File: config.mk
export PLATFORM = sky130hd
export DESIGN_NAME = acc_control
export DESIGN_NICKNAME = d
export VERILOG_FILES = /design/src/rtl/acc_pkg.sv /design/src/rtl/acc_compare.sv /design/src/rtl/acc_control.sv
export SDC_FILE = /design/constraint.sdc
export NUM_CORES = 1
export LEC_CHECK = 0
export ABC_AREA = 1
export ABC_CLOCK_PERIOD_IN_PS = 2310
export BUFFER_PORTS_ARGS = -buffer_cell sky130_fd_sc_hd__buf_4
export CAP_MARGIN = 40
export CORE_ASPECT_RATIO = 2
export CORE_MARGIN = 3
export CORE_UTILIZATION = 45
export CTS_BUF_LIST = sky130_fd_sc_hd__clkbuf_8
export CTS_CLUSTER_DIAMETER = 60
export DETAILED_ROUTE_END_ITERATION = 6
export GPL_ROUTABILITY_DRIVEN = 0
export GPL_TIMING_DRIVEN = 0
export PLACE_DENSITY_LB_ADDON = 0.25
export SLEW_MARGIN = 30
export SYNTH_ARGS = -nofsm -noshare
export SYNTH_HDL_FRONTEND = slang
export SYNTH_SLANG_ARGS = --single-unit
File: constraint.sdc
create_clock -name core_clk_in -period 2.31 [get_ports core_clk_in]
set_input_delay 0.3465 -clock core_clk_in [delete_from_list [all_inputs] [get_ports core_clk_in]]
set_output_delay 0.3465 -clock core_clk_in [all_outputs]
set_load 0.05 [all_outputs]
File: src/rtl/acc_pkg.sv
// holds the shared constants, types and register layout of the converter control block
// assumes a 32-bit classic wishbone slave with byte offsets on word boundaries
package acc_pkg;

    // ----------------------------------------
    // register offsets (byte addresses)
    // ----------------------------------------
    localparam logic [7:0] OFS_SC_ONE   = 8'h00;
    localparam logic [7:0] OFS_SC_TWO   = 8'h04;
    localparam logic [7:0] OFS_RESULT   = 8'h08;
    localparam logic [7:0] OFS_CMP_VAL  = 8'h0c;
    localparam logic [7:0] OFS_IRQ_STAT = 8'h10;
    localparam logic [7:0] OFS_IRQ_MASK = 8'h14;

    // ----------------------------------------
    // field positions
    // ----------------------------------------
    localparam int BIT_CPL   = 7;
    localparam int BIT_IEN   = 6;
    localparam int BIT_CONT  = 5;
    localparam int CH_HI     = 4;
    localparam int CH_LO     = 0;
    localparam int BIT_ACT   = 7;
    localparam int BIT_TRIG  = 6;
    localparam int BIT_CMPEN = 5;
    localparam int BIT_CMPGE = 4;
    localparam int IRQ_DONE  = 0;
    localparam int IRQ_ABORT = 1;

    // ----------------------------------------
    // widths and codes
    // ----------------------------------------
    localparam int RES_W = 12;
    localparam int IRQ_W = 2;
    localparam logic [4:0] CH_OFF      = 5'h1f;
    localparam logic [4:0] CH_RESERVED = 5'h1c;
    localparam logic [4:0] CH_REF_HIGH = 5'h1d;
    localparam logic [4:0] CH_REF_LOW  = 5'h1e;
    localparam logic [4:0] CH_EXT_LAST = 5'h1b;

    // ----------------------------------------
    // reset values
    // ----------------------------------------
    localparam logic [4:0]       RST_CH   = CH_OFF;
    localparam logic [RES_W-1:0] RST_CMP  = 12'h000;
    localparam logic [IRQ_W-1:0] RST_MASK = 2'h0;

    typedef enum logic {
        ACC_IDLE,
        ACC_CONV
    } acc_state_t;

    // compare settings handed to the compare unit
    typedef struct packed {
        logic             enable;
        logic             ge;
        logic [RES_W-1:0] value;
    } acc_cmp_cfg_t;

endpackage

File: src/rtl/acc_compare.sv
// holds the magnitude compare that qualifies a finished conversion
// assumes the sample and settings are stable in the completion cycle
`timescale 1ns/1ps

module acc_compare (
    input  wire logic [acc_pkg::RES_W-1:0] sample_in,
    input  wire acc_pkg::acc_cmp_cfg_t     cfg_in,
    output logic                           accept_out
);

    logic below;

    always_comb begin
        below = sample_in < cfg_in.value;
        if (!cfg_in.enable) begin
            accept_out = 1'b1;
        end else if (cfg_in.ge) begin
            accept_out = !below;
        end else begin
            accept_out = below;
        end
    end

endmodule

File: src/rtl/acc_control.sv
// holds the conversion control, status flags, interrupt and wishbone slave
// assumes a single 10 MHz clock and synchronous trigger and sample inputs
//
// The Wishbone interface to the registers and the register offsets were chosen for this implementation.
`timescale 1ns/1ps

module acc_control #(
    parameter int CONV_CYCLES = 16,
    parameter int CNT_W       = 8
) (
    input  wire logic                          core_clk_in,
    input  wire logic                          reset_n_in,
    input  wire logic                          wb_cyc_in,
    input  wire logic                          wb_stb_in,
    input  wire logic                          wb_we_in,
    input  wire logic [7:0]                    wb_adr_in,
    input  wire logic [3:0]                    wb_sel_in,
    input  wire logic [31:0]                   wb_dat_in,
    output logic      [31:0]                   wb_dat_out,
    output logic                               wb_ack_out,
    input  wire logic                          hardware_trigger_in,
    input  wire logic [acc_pkg::RES_W-1:0]     sample_in,
    output logic                               irq_out,
    output logic                               analog_on_out,
    output logic      [4:0]                    channel_out,
    output logic                               sample_strobe_out
);

    // ----------------------------------------
    // state
    // ----------------------------------------
    typedef struct packed {
        acc_pkg::acc_state_t             state;
        logic [CNT_W-1:0]                cnt;
        logic                            conversion_complete_flag;
        logic                            completion_irq_enable;
        logic                            continuous_enable;
        logic [4:0]                      ch;
        logic                            trig;
        logic                            cmp_en;
        logic                            cmp_ge;
        logic                            cont_run;
        logic [acc_pkg::RES_W-1:0]       result;
        logic [acc_pkg::RES_W-1:0]       cmp_val;
        logic [acc_pkg::IRQ_W-1:0]       istat;
        logic [acc_pkg::IRQ_W-1:0]       imask;
        logic                            trig_prev;
        logic                            ack;
        logic [31:0]                     dat;
        logic                            irq;
        logic                            on;
        logic [4:0]                      chan;
        logic                            strobe;
    } acc_regs_t;

    localparam logic [CNT_W-1:0] CNT_LAST = CNT_W'(CONV_CYCLES - 1);

    localparam acc_regs_t REGS_RST = '{
        state:     acc_pkg::ACC_IDLE,
        cnt:       '0,
        conversion_complete_flag: 1'b0,
        completion_irq_enable:    1'b0,
        continuous_enable:        1'b0,
        ch:        acc_pkg::RST_CH,
        trig:      1'b0,
        cmp_en:    1'b0,
        cmp_ge:    1'b0,
        cont_run:  1'b0,
        result:    '0,
        cmp_val:   acc_pkg::RST_CMP,
        istat:     '0,
        imask:     acc_pkg::RST_MASK,
        trig_prev: 1'b0,
        ack:       1'b0,
        dat:       '0,
        irq:       1'b0,
        on:        1'b0,
        chan:      acc_pkg::RST_CH,
        strobe:    1'b0
    };

    acc_regs_t             r_reg;
    acc_regs_t             r_next;
    acc_pkg::acc_cmp_cfg_t cmp_cfg;
    logic                  cmp_accept;
    logic                  access;
    logic                  wr;
    logic                  rd;
    logic                  done;
    logic                  start;
    logic                  hw_edge;
    logic                  ch_valid;
    logic [7:0]            wbyte;

    // ----------------------------------------
    // compare unit
    // ----------------------------------------
    assign cmp_cfg.enable = r_reg.cmp_en;
    assign cmp_cfg.ge     = r_reg.cmp_ge;
    assign cmp_cfg.value  = r_reg.cmp_val;

    acc_compare u_compare (
        .sample_in  (sample_in),
        .cfg_in     (cmp_cfg),
        .accept_out (cmp_accept)
    );

    // ----------------------------------------
    // next-state logic
    // ----------------------------------------
    always_comb begin
        r_next   = r_reg;
        access   = wb_cyc_in && wb_stb_in && !r_reg.ack;
        wr       = access && wb_we_in && wb_sel_in[0];
        rd       = access && !wb_we_in;
        wbyte    = wb_dat_in[7:0];
        hw_edge  = hardware_trigger_in && !r_reg.trig_prev;
        done     = (r_reg.state == acc_pkg::ACC_CONV) && (r_reg.cnt == '0);
        ch_valid = r_reg.ch != acc_pkg::CH_OFF;
        start    = 1'b0;

        r_next.ack       = access;
        r_next.trig_prev = hardware_trigger_in;
        r_next.strobe    = 1'b0;

        // read data; unmapped offsets answer zero
        if (rd) begin
            r_next.dat = 32'h0000_0000;
            case (wb_adr_in)
                acc_pkg::OFS_SC_ONE: begin
                    r_next.dat[acc_pkg::BIT_CPL]             = r_reg.conversion_complete_flag;
                    r_next.dat[acc_pkg::BIT_IEN]             = r_reg.completion_irq_enable;
                    r_next.dat[acc_pkg::BIT_CONT]            = r_reg.continuous_enable;
                    r_next.dat[acc_pkg::CH_HI:acc_pkg::CH_LO] = r_reg.ch;
                end
                acc_pkg::OFS_SC_TWO: begin
                    r_next.dat[acc_pkg::BIT_ACT]   = r_reg.state == acc_pkg::ACC_CONV;
                    r_next.dat[acc_pkg::BIT_TRIG]  = r_reg.trig;
                    r_next.dat[acc_pkg::BIT_CMPEN] = r_reg.cmp_en;
                    r_next.dat[acc_pkg::BIT_CMPGE] = r_reg.cmp_ge;
                end
                acc_pkg::OFS_RESULT: begin
                    r_next.dat[acc_pkg::RES_W-1:0] = r_reg.result;
                    r_next.conversion_complete_flag = 1'b0;
                end
                acc_pkg::OFS_CMP_VAL: begin
                    r_next.dat[acc_pkg::RES_W-1:0] = r_reg.cmp_val;
                end
                acc_pkg::OFS_IRQ_STAT: begin
                    r_next.dat[acc_pkg::IRQ_W-1:0] = r_reg.istat;
                end
                acc_pkg::OFS_IRQ_MASK: begin
                    r_next.dat[acc_pkg::IRQ_W-1:0] = r_reg.imask;
                end
                default: begin
                    r_next.dat = 32'h0000_0000;
                end
            endcase
        end

        // clearing writes come before the hardware sets so a set wins
        if (wr) begin
            case (wb_adr_in)
                acc_pkg::OFS_SC_ONE: begin
                    r_next.conversion_complete_flag = 1'b0;
                end
                acc_pkg::OFS_SC_TWO: begin
                    // reserved low bits are simply not stored
                    r_next.trig   = wbyte[acc_pkg::BIT_TRIG];
                    r_next.cmp_en = wbyte[acc_pkg::BIT_CMPEN];
                    r_next.cmp_ge = wbyte[acc_pkg::BIT_CMPGE];
                    if (!wbyte[acc_pkg::BIT_TRIG]) begin
                        r_next.cont_run = 1'b0;
                    end
                end
                acc_pkg::OFS_CMP_VAL: begin
                    r_next.cmp_val[7:0] = wbyte;
                    if (wb_sel_in[1]) begin
                        r_next.cmp_val[acc_pkg::RES_W-1:8] =
                            wb_dat_in[acc_pkg::RES_W-1:8];
                    end
                end
                acc_pkg::OFS_IRQ_STAT: begin
                    r_next.istat = r_reg.istat & ~wbyte[acc_pkg::IRQ_W-1:0];
                end
                acc_pkg::OFS_IRQ_MASK: begin
                    r_next.imask = wbyte[acc_pkg::IRQ_W-1:0];
                end
                default: begin
                    r_next.imask = r_next.imask;
                end
            endcase
        end

        // ----------------------------------------
        // conversion sequencing
        // ----------------------------------------
        case (r_reg.state)
            acc_pkg::ACC_IDLE: begin
                // triggers landing while busy are dropped
                if (r_reg.trig && hw_edge && ch_valid) begin
                    start = 1'b1;
                    if (r_reg.continuous_enable) begin
                        r_next.cont_run = 1'b1;
                    end
                end
            end
            acc_pkg::ACC_CONV: begin
                if (done) begin
                    r_next.state  = acc_pkg::ACC_IDLE;
                    r_next.strobe = 1'b1;
                    if (cmp_accept) begin
                        r_next.result = sample_in;
                        r_next.conversion_complete_flag = 1'b1;
                        if (r_reg.completion_irq_enable && !r_reg.conversion_complete_flag) begin
                            r_next.istat[acc_pkg::IRQ_DONE] = 1'b1;
                        end
                    end
                    // single mode stops here
                    if (r_reg.continuous_enable && (!r_reg.trig || r_reg.cont_run)) begin
                        start = 1'b1;
                    end
                end else begin
                    r_next.cnt = r_reg.cnt - 1'b1;
                end
            end
            default: begin
                r_next.state = acc_pkg::ACC_IDLE;
            end
        endcase

        // control write overrides the state, start and cont_run the sequencer chose
        if (wr && (wb_adr_in == acc_pkg::OFS_SC_ONE)) begin
            r_next.completion_irq_enable = wbyte[acc_pkg::BIT_IEN];
            r_next.continuous_enable     = wbyte[acc_pkg::BIT_CONT];
            r_next.ch       = wbyte[acc_pkg::CH_HI:acc_pkg::CH_LO];
            r_next.cont_run = 1'b0;
            if ((r_reg.state == acc_pkg::ACC_CONV) && !done) begin
                r_next.istat[acc_pkg::IRQ_ABORT] = 1'b1;
            end
            r_next.state = acc_pkg::ACC_IDLE;
            // all-ones stops without a trailing conversion
            start = (wbyte[acc_pkg::CH_HI:acc_pkg::CH_LO] != acc_pkg::CH_OFF)
                    && !r_reg.trig;
        end

        if (start) begin
            r_next.state = acc_pkg::ACC_CONV;
            r_next.cnt   = CNT_LAST;
        end

        // converter powered only while needed
        r_next.on = (r_next.ch != acc_pkg::CH_OFF)
                    && ((r_next.state == acc_pkg::ACC_CONV)
                        || (r_next.continuous_enable && r_next.trig && r_next.cont_run));
        // channel code passes unchanged to the analog mux only while powered; otherwise the mux gets all-ones
        r_next.chan = r_next.on ? r_next.ch : acc_pkg::CH_OFF;
        r_next.irq  = |(r_next.istat & r_next.imask);
    end

    // ----------------------------------------
    // registers
    // ----------------------------------------
    always_ff @(posedge core_clk_in) begin
        if (!reset_n_in) begin
            r_reg <= REGS_RST;
        end else begin
            r_reg <= r_next;
        end
    end

    assign wb_dat_out        = r_reg.dat;
    assign wb_ack_out        = r_reg.ack;
    assign irq_out           = r_reg.irq;
    assign analog_on_out     = r_reg.on;
    assign channel_out       = r_reg.chan;
    assign sample_strobe_out = r_reg.strobe;

endmodule

==> impl_results.md, run 1 <==
* Reg clk slew, reported paths at 0.07 ns
* Post-synthesis register bit count at 71
* Initial antenna violation count at 0
* Setup_tns at 0 ns
* Vias in the first global route at approximately 3500
* Synth cell types at 36
* Worst Hold End: r_reg[41]$_SDFF_PN0_
* Synthesized instance count at 514
* R2R depth at 13
* Rel. slew slack at 0.608
* Sequential share of power at 0.477
* Synthesized area at 3680 um2
* Vias at about 3400
* DRT Wirelength at approximately 9500 um
* Crit end category: flop
* Vias per std cell at approximately 4.9
* Wire per inst at between 10 and 15 um
* Synth area leader: dfxtp_1
* Syn Area/Cell at roughly 7 um2
* Hold Crit Depth at 3
* DRC viols at 0
* Most frequent CP cell: nand2_1
* Ant diodes at 0
* Die W at 69.9 um
* Worst Setup Start Kind: flop
* CTS resizes at 0
* Synth-to-Final Area Change at 23.4%
* Combinational power share at 0.104
* Top cell types by occurrence after synthesis: 112 x nand2_1, 71 x dfxtp_1, 66 x inv_1, 54 x nor2_1, 40 x o21ai_0
* Port Buf Inserts at 60
* R2R Setup Slk at roughly 0.23 ns
* Final hold violation count at 0
* Setup violators final at 0
* Clk pwr share at 0.419
* Core Region at 7940 um2
* Min-delay worst type: primary input to flop
* GR met2 Demand/Resource at 0.412
* Max-Cap Viols at 0
* Register Area at about 1400 um2
* EDFF count, synth at 0
* Worst path slowest cell: dfxtp_1
* Die ar. at 9360 um2
* Clock sink total at 71
* Register area share after synthesis at 0.386
* Post-CTS Setup Repair Bufs at 0
* Crit Path Max Fanout at 10
* Worst-Margin Slew at 0.588 ns
* Total congestion overflow at 0
* Most common cell in the netlist: nand2_1
* Most used routing layer: met2
* Setup clock skew after layout at 0.0140 ns
* NetSw at 0.651 mW
* Worst-case vdd ir drop at between 0.0003 and 0.0004 V
* Fin crit period at around 2.1 ns
* Leakage at 2.16 nW
* Cell-internal power at between 1.5 and 2 mW
* Max-slew violations at 0
* Top FF cell, synth: dfxtp_1
* Post-synth top area share at 0.386
* Hold Path Origin: hardware_trigger_in
* RSZ-0062 raised after global routing: no
* Total track usage at 0.212
* Power Density at about 570 nW/um2
* First-pass GRT wire length at around 16000 um
* Drt first pass iters at 4
* Status: finished clean
* # rows at 46
* TritonCTS clock tree: yes
* Nets at between 600 and 700
* Layout cells sized above 1 at 0.236
* Largest net degree at the start of global routing at 13
* Worst R2R End: r_reg[68]$_SDFFE_PN0P_
* Critical setup path kind: flop to flop
* HPWL Detailed at between 7000 and 8000 um
* Ys Warns at 0
* Hold-fix buffers at CTS at 0
* Clock latency on the worst-skew pair at between 0.3 and 0.4 ns
* Initial core utilization at 0.463
* FF-to-FF Start: cmp_cfg[11]$_SDFFE_PN0P_
* Max FFs per register at 36
* CP delay by family, top: simple AND/OR/NAND/NOR gates
* Total I/O pin count at 103
* Critical Path RT at between 2 and 3 ns
* Net Sw Frac at 0.253
* Fmax at just under 0.5 GHz
* Multi-input gate area at approximately 1700 um2
* H-tree levels at 3
* Fillers at 792
* Worst path cell trace: inv_1, ha_1, a21oi_1, nand2_1, a21oi_1, nand2_1, nand2_1, nand3_1, nand2_2, clkbuf_4, nand2_1, nand2_1, nor2_1
* TritonCTS Buffers at 9
* CP peak stage delay at 0.32 ns
* Final worst-path cycle share at 0.901
* Maximum root-to-sink buffer count at 2
* Buf/Inv on CP at 2
* Critical Path AT at 2.33 ns
* Antenna viol nets, final at 0
* Util after Layout at 0.571
* Die Span Y at between 100 and 150 um
* GR Layer Usage met3 at 0.0473
* Initial DRC count at roughly 250
* Hold slack at between 0.15 and 0.2 ns
* Async set-reset flop share out of synthesis at 0
* Grt met1 use at 0.201
* Synth top area cells: dfxtp_1 39%, nand2_1 11%, buf_4 7.6%
* Root Buffer: clkbuf_8
power by group through the flow:
stage / registers, mW / logic, mW / clock network [mW]
after floorplan: 1.26 / 0.172 / 0
after global placement: 1.26 / 0.264 / 0
after detailed placement: 1.26 / 0.266 / 0
after CTS: 1.23 / 0.267 / 1.10
after global routing: 1.23 / 0.290 / 1.14
final: 1.23 / 0.267 / 1.08
cells by family (layout without fill, tap and decap cells):
family,Yosys count,in the layout,synth area share
AO/OA/AOI/OAI,98,98,0.147
XOR/XNOR,1,1,0.00238
adder cells (fa/ha/maj),13,13,0.0442
buffers and inverters,117,193,0.160
flip-flops,71,71,0.386
other,1,20,0.00102
AND/OR/NAND/NOR,213,213,0.259
metal layers:
layer | wire [um] | share of wire | vias up
li1 | - | - | 1757
met1 | 3310 | 0.35 | 1566
met2 | 5350 | 0.57 | 101
met3 | 466 | 0.049 | 24
met4 | 337 | 0.036 | 0
met5 | 0 | 0 | -
metrics by stage:
step           cells  instance area (um2)  worst slack [ns]  total power [mW]
2_1_floorplan    533                 3750             0.524              1.43
5_1_grt          705                 4540            0.0258              2.66
3_5_place_dp     689                 4320            0.0197              1.52
6_report         705                 4540             0.228              2.57
3_3_place_gp     689                 4320            0.0541              1.52
4_1_cts          705                 4530             0.111              2.60
worst max-delay path by stage:
stage	start	end	slack, ns	cells past startpoint
after floorplan	wb_ack_out$_SDFF_PN0_	analog_on_out$_SDFF_PN0_	0.52	10
after global placement	sample_in[11]	r_reg[67]$_SDFFE_PN0P_	0.05	13
after detailed placement	sample_in[11]	r_reg[65]$_SDFFE_PN0P_	0.02	13
after CTS	cmp_cfg[11]$_SDFFE_PN0P_	r_reg[65]$_SDFFE_PN0P_	0.11	13
after global routing	cmp_cfg[11]$_SDFFE_PN0P_	r_reg[63]$_SDFFE_PN0P_	0.03	13
final	cmp_cfg[11]$_SDFFE_PN0P_	r_reg[68]$_SDFFE_PN0P_	0.23	13
cell usage in the layout, fill, tap and decap left out, types with 2 or more instances in the layout:
cell / count
clkinv_2: 2
a21oi_1: 37
nor2_1: 54
nand3_1: 9
ha_1: 13
nand3b_1: 2
nand4_1: 7
bufinv_16: 2
clkbuf_1: 8
buf_4: 97
o21ai_0: 40
o221ai_1: 4
nor2_2: 7
o21ai_2: 4
dfxtp_1: 71
inv_2: 2
clkbuf_8: 9
inv_1: 67
conb_1: 20
or2_1: 5
nand2_1: 111
o22ai_1: 7
nand2_2: 6
clkinvlp_4: 2
a31oi_1: 3
nor2_4: 5
layout make-up:
class	count	area share
inverters	69	0.0571
clock inverters	7	0.0196
flip-flops and latches	71	0.313
plain buffers	48	0.0731
well taps	96	0.0265
clock buffers	9	0.0273
repair buffers	60	0.0993
multi-input cells	345	0.384
worst reg2reg max path: stages, from the launching register on:
cell and delay, ns:
dfxtp_1 0.32, inv_1 0.06, ha_1 0.29, a21oi_1 0.19, nand2_1 0.10, a21oi_1 0.20
nand2_1 0.08, nand2_1 0.06, nand3_1 0.09, nand2_2 0.17, clkbuf_4 0.26, nand2_1 0.07
nand2_1 0.06, nor2_1 0.05
Power figures use the tool's default switching activity.
==> run 2, diff against run 1 <==
Settings changed: REMOVE_ABC_BUFFERS set to 1.
==> run 2 against run 1 <==
Clock power hardly changed; register-to-register slack hardly changed; die area stayed put; non-clock buffer count is 48 lower; sequential power hardly changed; sequential share of layout area is 2.4 points higher; wire length is 6.0% lower; clock-buffer cell count is 2 higher; hold slack worse by 0.0038 ns; clock skew is 0.0061 ns lower; final cell count is 6.8% lower.
==> impl_results.md, run 2 (synthesized netlist as in run 1, its figures left out) <==
* Setup violators final at 0 (unchanged)
* Post-CTS Setup Repair Bufs at 0 (unchanged)
* NetSw at 0.622 mW (was 0.651 mW)
* Max-slew violations at 0 (unchanged)
* Critical setup path kind: flop to flop (unchanged)
* Clock sink total at 71 (unchanged)
* Most frequent cells in the layout: 111 x nand2_1, 71 x dfxtp_1, 68 x inv_1, 60 x buf_4, 54 x nor2_1 (was 111 x nand2_1, 97 x buf_4, 71 x dfxtp_1, 67 x inv_1, 54 x nor2_1)
* # rows at 46 (unchanged)
* Clock latency on the worst-skew pair at 0.35 ns (was 0.36 ns)
* Fmax at 0.483 GHz (was 0.480 GHz)
* Status: finished clean (unchanged)
* Total congestion overflow at 0 (unchanged)
* TritonCTS Buffers at 9 (unchanged)
* Hold Path Origin: hardware_trigger_in (unchanged)
* Sequential share of power at 0.477 (about the same)
* Layout cells sized above 1 at 0.184 (was 0.236)
* Wire per inst at 13.5 um (was 13.4 um)
* Die Span Y at 134 um (unchanged)
* Hold Crit Depth at 3 (unchanged)
* H-tree levels at 3 (unchanged)
* Initial DRC count at 143 (was 248)
* Vias per std cell at 4.88 (was 4.89)
* Antenna viol nets, final at 0 (unchanged)
* Maximum root-to-sink buffer count at 2 (unchanged)
* R2R depth at 12 (was 13)
* Net Sw Frac at 0.242 (was 0.253)
* Initial antenna violation count at 0 (unchanged)
* Combinational power share at 0.090 (was 0.104)
* Nets at 631 (was 679)
* Port Buf Inserts at 60 (unchanged)
* Worst-Margin Slew at 0.732 ns (was 0.588 ns)
* Worst R2R End: r_reg[66]$_SDFFE_PN0P_ (was r_reg[68]$_SDFFE_PN0P_)
* RSZ-0062 raised after global routing: no (unchanged)
* Critical Path AT at 2.32 ns (was 2.33 ns)
* Synth-to-Final Area Change at 14.7% (was 23.4%)
* Initial core utilization at 0.463 (unchanged)
* Final hold violation count at 0 (unchanged)
* Root Buffer: clkbuf_8 (unchanged)
* Power Density at 610 nW/um2 (was 567 nW/um2)
* Ant diodes at 0 (unchanged)
* Final worst-path cycle share at 0.895 (was 0.901)
* Crit end category: flop (unchanged)
* Total track usage at 0.193 (was 0.212)
* Vias at 3207 (was 3448)
* Overall power at 2.57 mW (about the same)
* CTS resizes at 1 (was 0)
* Worst Hold End: r_reg[41]$_SDFF_PN0_ (unchanged)
* Vias in the first global route at 3129 (was 3499)
* Worst Setup Start Kind: flop (unchanged)
* Final WS setup at 0.242 ns (was 0.228 ns)
* Post-place setup slack at -0.110 ns (was 0.0197 ns)
* Die W at 69.9 um (unchanged)
* Total I/O pin count at 103 (unchanged)
* DRT Wirelength at 8900 um (was 9470 um)
* Fin crit period at 2.07 ns (was 2.08 ns)
* Leading cell type in the layout, fill and taps excluded: nand2_1 (unchanged)
* Die ar. at 9360 um2 (unchanged)
* TritonCTS clock tree: yes (unchanged)
* Critical Path RT at 2.56 ns (about the same)
* Max FFs per register at 36 (unchanged)
* Clk pwr share at 0.433 (was 0.419)
* Leakage at 1.96 nW (was 2.16 nW)
* Drt first pass iters at 4 (unchanged)
* DRC viols at 0 (unchanged)
* R2R Setup Slk at 0.24 ns (was 0.23 ns)
* Reg clk slew, reported paths at 0.07 ns (about the same)
* Cell-internal power at 1.95 mW (was 1.92 mW)
* Max-Cap Viols at 0 (unchanged)
* Setup clock skew after layout at 0.00797 ns (was 0.0140 ns)
* HPWL Detailed at 6880 um (was 7510 um)
* Core Region at 7940 um2 (unchanged)
* FF-to-FF Start: cmp_cfg[7]$_SDFFE_PN0P_ (was cmp_cfg[11]$_SDFFE_PN0P_)
* Rel. slew slack at 0.512 (was 0.608)
* Min-delay worst type: primary input to flop (unchanged)
* Worst-case vdd ir drop at 0.000312 V (was 0.000386 V)
* Crit Path Max Fanout at 25 (was 10)
* Largest net degree at the start of global routing at 48 (was 13)
* First-pass GRT wire length at 14300 um (was 15800 um)
* Hold-fix buffers at CTS at 0 (unchanged)
## run 2: cell types whose count changed in the layout (fill, tap and decap cells not counted), moves of 2 or more
cell / change
buf_4: -37
clkbuf_1: -8
clkbuf_8: +2
clkinvlp_4: -2
## run 2: worst max-delay path by stage
stage / slack [ns] / cells after the start / start / end
2_1_floorplan: 0.42 / 13 / sample_in[11] / r_reg[58]$_SDFFE_PN0P_
3_3_place_gp: -0.09 / 12 / sample_in[7] / r_reg[66]$_SDFFE_PN0P_
3_5_place_dp: -0.11 / 12 / sample_in[7] / r_reg[60]$_SDFFE_PN0P_
4_1_cts: 0.25 / 12 / cmp_cfg[7]$_SDFFE_PN0P_ / r_reg[59]$_SDFFE_PN0P_
5_1_grt: 0.0007 / 12 / cmp_cfg[7]$_SDFFE_PN0P_ / r_reg[66]$_SDFFE_PN0P_
6_report: 0.24 / 12 / cmp_cfg[7]$_SDFFE_PN0P_ / r_reg[66]$_SDFFE_PN0P_
## run 2: critical path: stages (launching register included)
cell	delay, ns
dfxtp_1	0.31
inv_1	0.06
ha_1	0.29
a21oi_1	0.18
nand2_1	0.07
a21oi_1	0.18
nand2_1	0.08
nand2_1	0.06
nand3_1	0.11
nand2_2	0.40
nand2_1	0.10
nand2_1	0.08
nor2_1	0.04
## run 2: final cells by class
cell class | instances | area, um2
multi-input cells | 345 | 1740
repair buffers | 60 | 450
flip-flops and latches | 71 | 1420
well taps | 96 | 120
clock inverters | 5 | 72.6
clock buffers | 11 | 151
inverters | 69 | 259
fillers | 811 | 3720
## run 2: metal layers
layer	vias up	part of all wire	GRT usage
li1	1657	-	-
met5	-	0	0
met3	20	0.045	0.0405
met1	1450	0.36	0.191
met2	80	0.55	0.364
met4	0	0.042	0.108
## run 2: power groups by stage
stage / sequential (mW) / combinational, mW / clock, mW
detailed placement: 1.26 / 0.231 / 0
finish: 1.23 / 0.232 / 1.11
global placement: 1.26 / 0.229 / 0
floorplan: 1.26 / 0.126 / 0
CTS: 1.23 / 0.233 / 1.13
global route: 1.23 / 0.251 / 1.19
## run 2: through the flow
step / hold WS [ns] / cells / util / cell area, um2 / setup TNS [ns]
2_1_floorplan: 0.415 / 485 / - / 3420 / 0
3_3_place_gp: 0.460 / 641 / 0.503 / 3990 / -0.960
3_5_place_dp: 0.458 / 641 / 0.503 / 3990 / -1.24
4_1_cts: 0.171 / 657 / 0.531 / 4220 / 0
5_1_grt: 0.197 / 657 / 0.531 / 4220 / 0
6_report: 0.187 / 657 / 0.531 / 4220 / 0
==> run 3, diff against run 2 <==
Settings changed: CELL_PAD_IN_SITES_DETAIL_PLACEMENT set to 1, CELL_PAD_IN_SITES_GLOBAL_PLACEMENT set to 1, CORE_UTILIZATION 45 to 38.
==> run 3 against run 2 <==
Die area is 17% higher; wire length is 14% higher; via count is 2.4% higher; global-route usage is 0.098 points higher; combinational power is 3% higher; sequential share of layout area is 0.15 points lower; power is 0.36% higher.
==> impl_results.md, run 3 (synthesized netlist as in run 1, its figures left out) <==
* Max-slew violations at 0 (unchanged)
* Fin crit period at 1.99 ns (was 2.07 ns)
* FF-to-FF Start: cmp_cfg[11]$_SDFFE_PN0P_ (was cmp_cfg[7]$_SDFFE_PN0P_)
* Die W at 75.6 um (was 69.9 um)
* Non-filler cells, final at 665 (was 657)
* Worst Setup Start Kind: flop (unchanged)
* Reg clk slew, reported paths at 0.08 ns (was 0.07 ns)
* Max-Cap Viols at 0 (unchanged)
* Maximum root-to-sink buffer count at 2 (unchanged)
* Util after Layout at 0.451 (was 0.531)
* DRC viols at 0 (unchanged)
* Initial antenna violation count at 0 (unchanged)
* Leakage at 1.96 nW (about the same)
* First-pass GRT wire length at 16000 um (was 14300 um)
* Worst R2R End: r_reg[67]$_SDFFE_PN0P_ (was r_reg[66]$_SDFFE_PN0P_)
* Crit end category: flop (unchanged)
* Total I/O pin count at 103 (unchanged)
* Worst-Margin Slew at 0.735 ns (was 0.732 ns)
* Clock sink total at 71 (unchanged)
* Worst path cell trace: inv_1, ha_1, nand2_1, inv_1, nand2_1, nand2_1, a21oi_1, nand2_1, nand2_1, nand3_1, nand2_4, nand2_1, nand2_1, nor2_1 (was inv_1, ha_1, a21oi_1, nand2_1, a21oi_1, nand2_1, nand2_1, nand3_1, nand2_2, nand2_1, nand2_1, nor2_1)
* Root Buffer: clkbuf_8 (unchanged)
* TritonCTS clock tree: yes (unchanged)
* Worst path slowest cell: dfxtp_1 (was nand2_2)
* Worst-case vdd ir drop at 0.000365 V (was 0.000312 V)
* Critical Path AT at 2.25 ns (was 2.32 ns)
* Most frequent CP cell: nand2_1 (unchanged)
* H-tree levels at 3 (unchanged)
* Power Density at 610 nW/um2 (about the same)
* Ant diodes at 0 (unchanged)
* Min-delay worst type: primary input to flop (unchanged)
* Critical Path RT at 2.57 ns (was 2.56 ns)
* Hold Crit Depth at 3 (unchanged)
* Die ar. at 11000 um2 (was 9360 um2)
* TritonCTS Buffers at 9 (unchanged)
* Drt first pass iters at 4 (unchanged)
* Hold Path Origin: hardware_trigger_in (unchanged)
* Final WS setup at 0.324 ns (was 0.242 ns)
* Largest net degree at the start of global routing at 48 (unchanged)
* Total congestion overflow at 0 (unchanged)
* Port Buf Inserts at 60 (unchanged)
* Final worst-path cycle share at 0.860 (was 0.895)
* CP Launch Point: cmp_cfg[11]$_SDFFE_PN0P_ (was cmp_cfg[7]$_SDFFE_PN0P_)
* Placed Cells at 649 (was 641)
* Post-place setup slack at -0.221 ns (was -0.110 ns)
* Buf/Inv on CP at 2 (was 1)
* HPWL Detailed at 8060 um (was 6880 um)
* Final hold violation count at 0 (unchanged)
* # rows at 50 (was 46)
* Fmax at 0.504 GHz (was 0.483 GHz)
* Leading cell type in the layout, fill and taps excluded: nand2_1 (unchanged)
* Most frequent cells in the layout: 111 x nand2_1, 71 x dfxtp_1, 66 x inv_1, 60 x buf_4, 54 x nor2_1 (was 111 x nand2_1, 71 x dfxtp_1, 68 x inv_1, 60 x buf_4, 54 x nor2_1)
* Worst Hold End: r_reg[41]$_SDFF_PN0_ (unchanged)
* Setup clock skew after layout at 0.00667 ns (was 0.00797 ns)
* R2R Setup Slk at 0.32 ns (was 0.24 ns)
* Core Region at 9380 um2 (was 7940 um2)
* Status: finished clean (unchanged)
* DRT Wirelength at 10100 um (was 8900 um)
* Vias per std cell at 4.94 (was 4.88)
* Total track usage at 0.194 (was 0.193)
* Die Span Y at 145 um (was 134 um)
* Initial DRC count at 92 (was 143)
* Vias at 3285 (was 3207)
* RSZ-0062 raised after global routing: no (unchanged)
* Setup violators final at 0 (unchanged)
* Clock latency on the worst-skew pair at 0.36 ns (was 0.35 ns)
* Nets at 631 (unchanged)
* Wire per inst at 15.2 um (was 13.5 um)
* Vias in the first global route at 3378 (was 3129)
* Antenna viol nets, final at 0 (unchanged)
* Overall power at 2.58 mW (was 2.57 mW)
* R2R depth at 14 (was 12)
* CP delay by family, top: simple AND/OR/NAND/NOR gates (unchanged)
* Max FFs per register at 36 (unchanged)
* Rel. slew slack at 0.509 (was 0.512)
* Crit Path Max Fanout at 25 (unchanged)
* CP peak stage delay at 0.31 ns (was 0.40 ns)
* Synth-to-Final Area Change at 15.2% (was 14.7%)
* Layout cells sized above 1 at 0.187 (was 0.184)
* Initial core utilization at 0.392 (was 0.463)
* Critical setup path kind: flop to flop (unchanged)
[run 3: tightest hold or removal path, cell delays in order]
cell and delay (ns):
buf_4 0.09, nand2_1 0.04, inv_1 0.04
[run 3: report_power, final]
group          internal (mW)  leakage [nW]  switching (mW)  total, mW
Sequential              1.23         0.573         0.00188       1.23
Clock                  0.645         0.119           0.472       1.12
Combinational         0.0683          1.27           0.169      0.238
Total                   1.94          1.96           0.644       2.58
[run 3: worst max path at each step]
stage	end	slack [ns]	cells after the start
3_5_place_dp	r_reg[66]$_SDFFE_PN0P_	-0.22	14
6_report	r_reg[67]$_SDFFE_PN0P_	0.32	14
5_1_grt	r_reg[58]$_SDFFE_PN0P_	0.11	14
4_1_cts	r_reg[66]$_SDFFE_PN0P_	0.18	13
2_1_floorplan	r_reg[58]$_SDFFE_PN0P_	0.42	13
3_3_place_gp	r_reg[69]$_SDFFE_PN0P_	-0.11	13
[run 3: stage by stage]
step / hold slack, ns / cell area (um2) / setup TNS (ns)
3_5_place_dp: 0.463 / 4000 / -2.49
6_report: 0.182 / 4240 / 0
2_1_floorplan: 0.415 / 3420 / 0
3_3_place_gp: 0.463 / 4000 / -1.12
5_1_grt: 0.184 / 4240 / 0
4_1_cts: 0.162 / 4230 / 0
[run 3: repair_timing]
item	CTS	global route
hold buffers	0	0
buffers inserted	0	0
setup endpoints to repair	13	11
resized for setup	1	1
[run 3: metal layers]
| layer | global-route usage | up-vias | routed length [um] |
|---|---|---|---|
| met5 | 0 | - | 0 |
| met4 | 0.0876 | 0 | 332 |
| met3 | 0.0465 | 21 | 328 |
| met2 | 0.372 | 62 | 5850 |
| met1 | 0.177 | 1545 | 3580 |
| li1 | - | 1657 | - |
[run 3: area by class of cell]
type	instances	area, um2
well taps	104	130
clock inverters	2	35.0
repair buffers	60	450
inverters	69	259
clock buffers	14	193
fillers	1258	5150
multi-input cells	345	1750
flip-flops and latches	71	1420
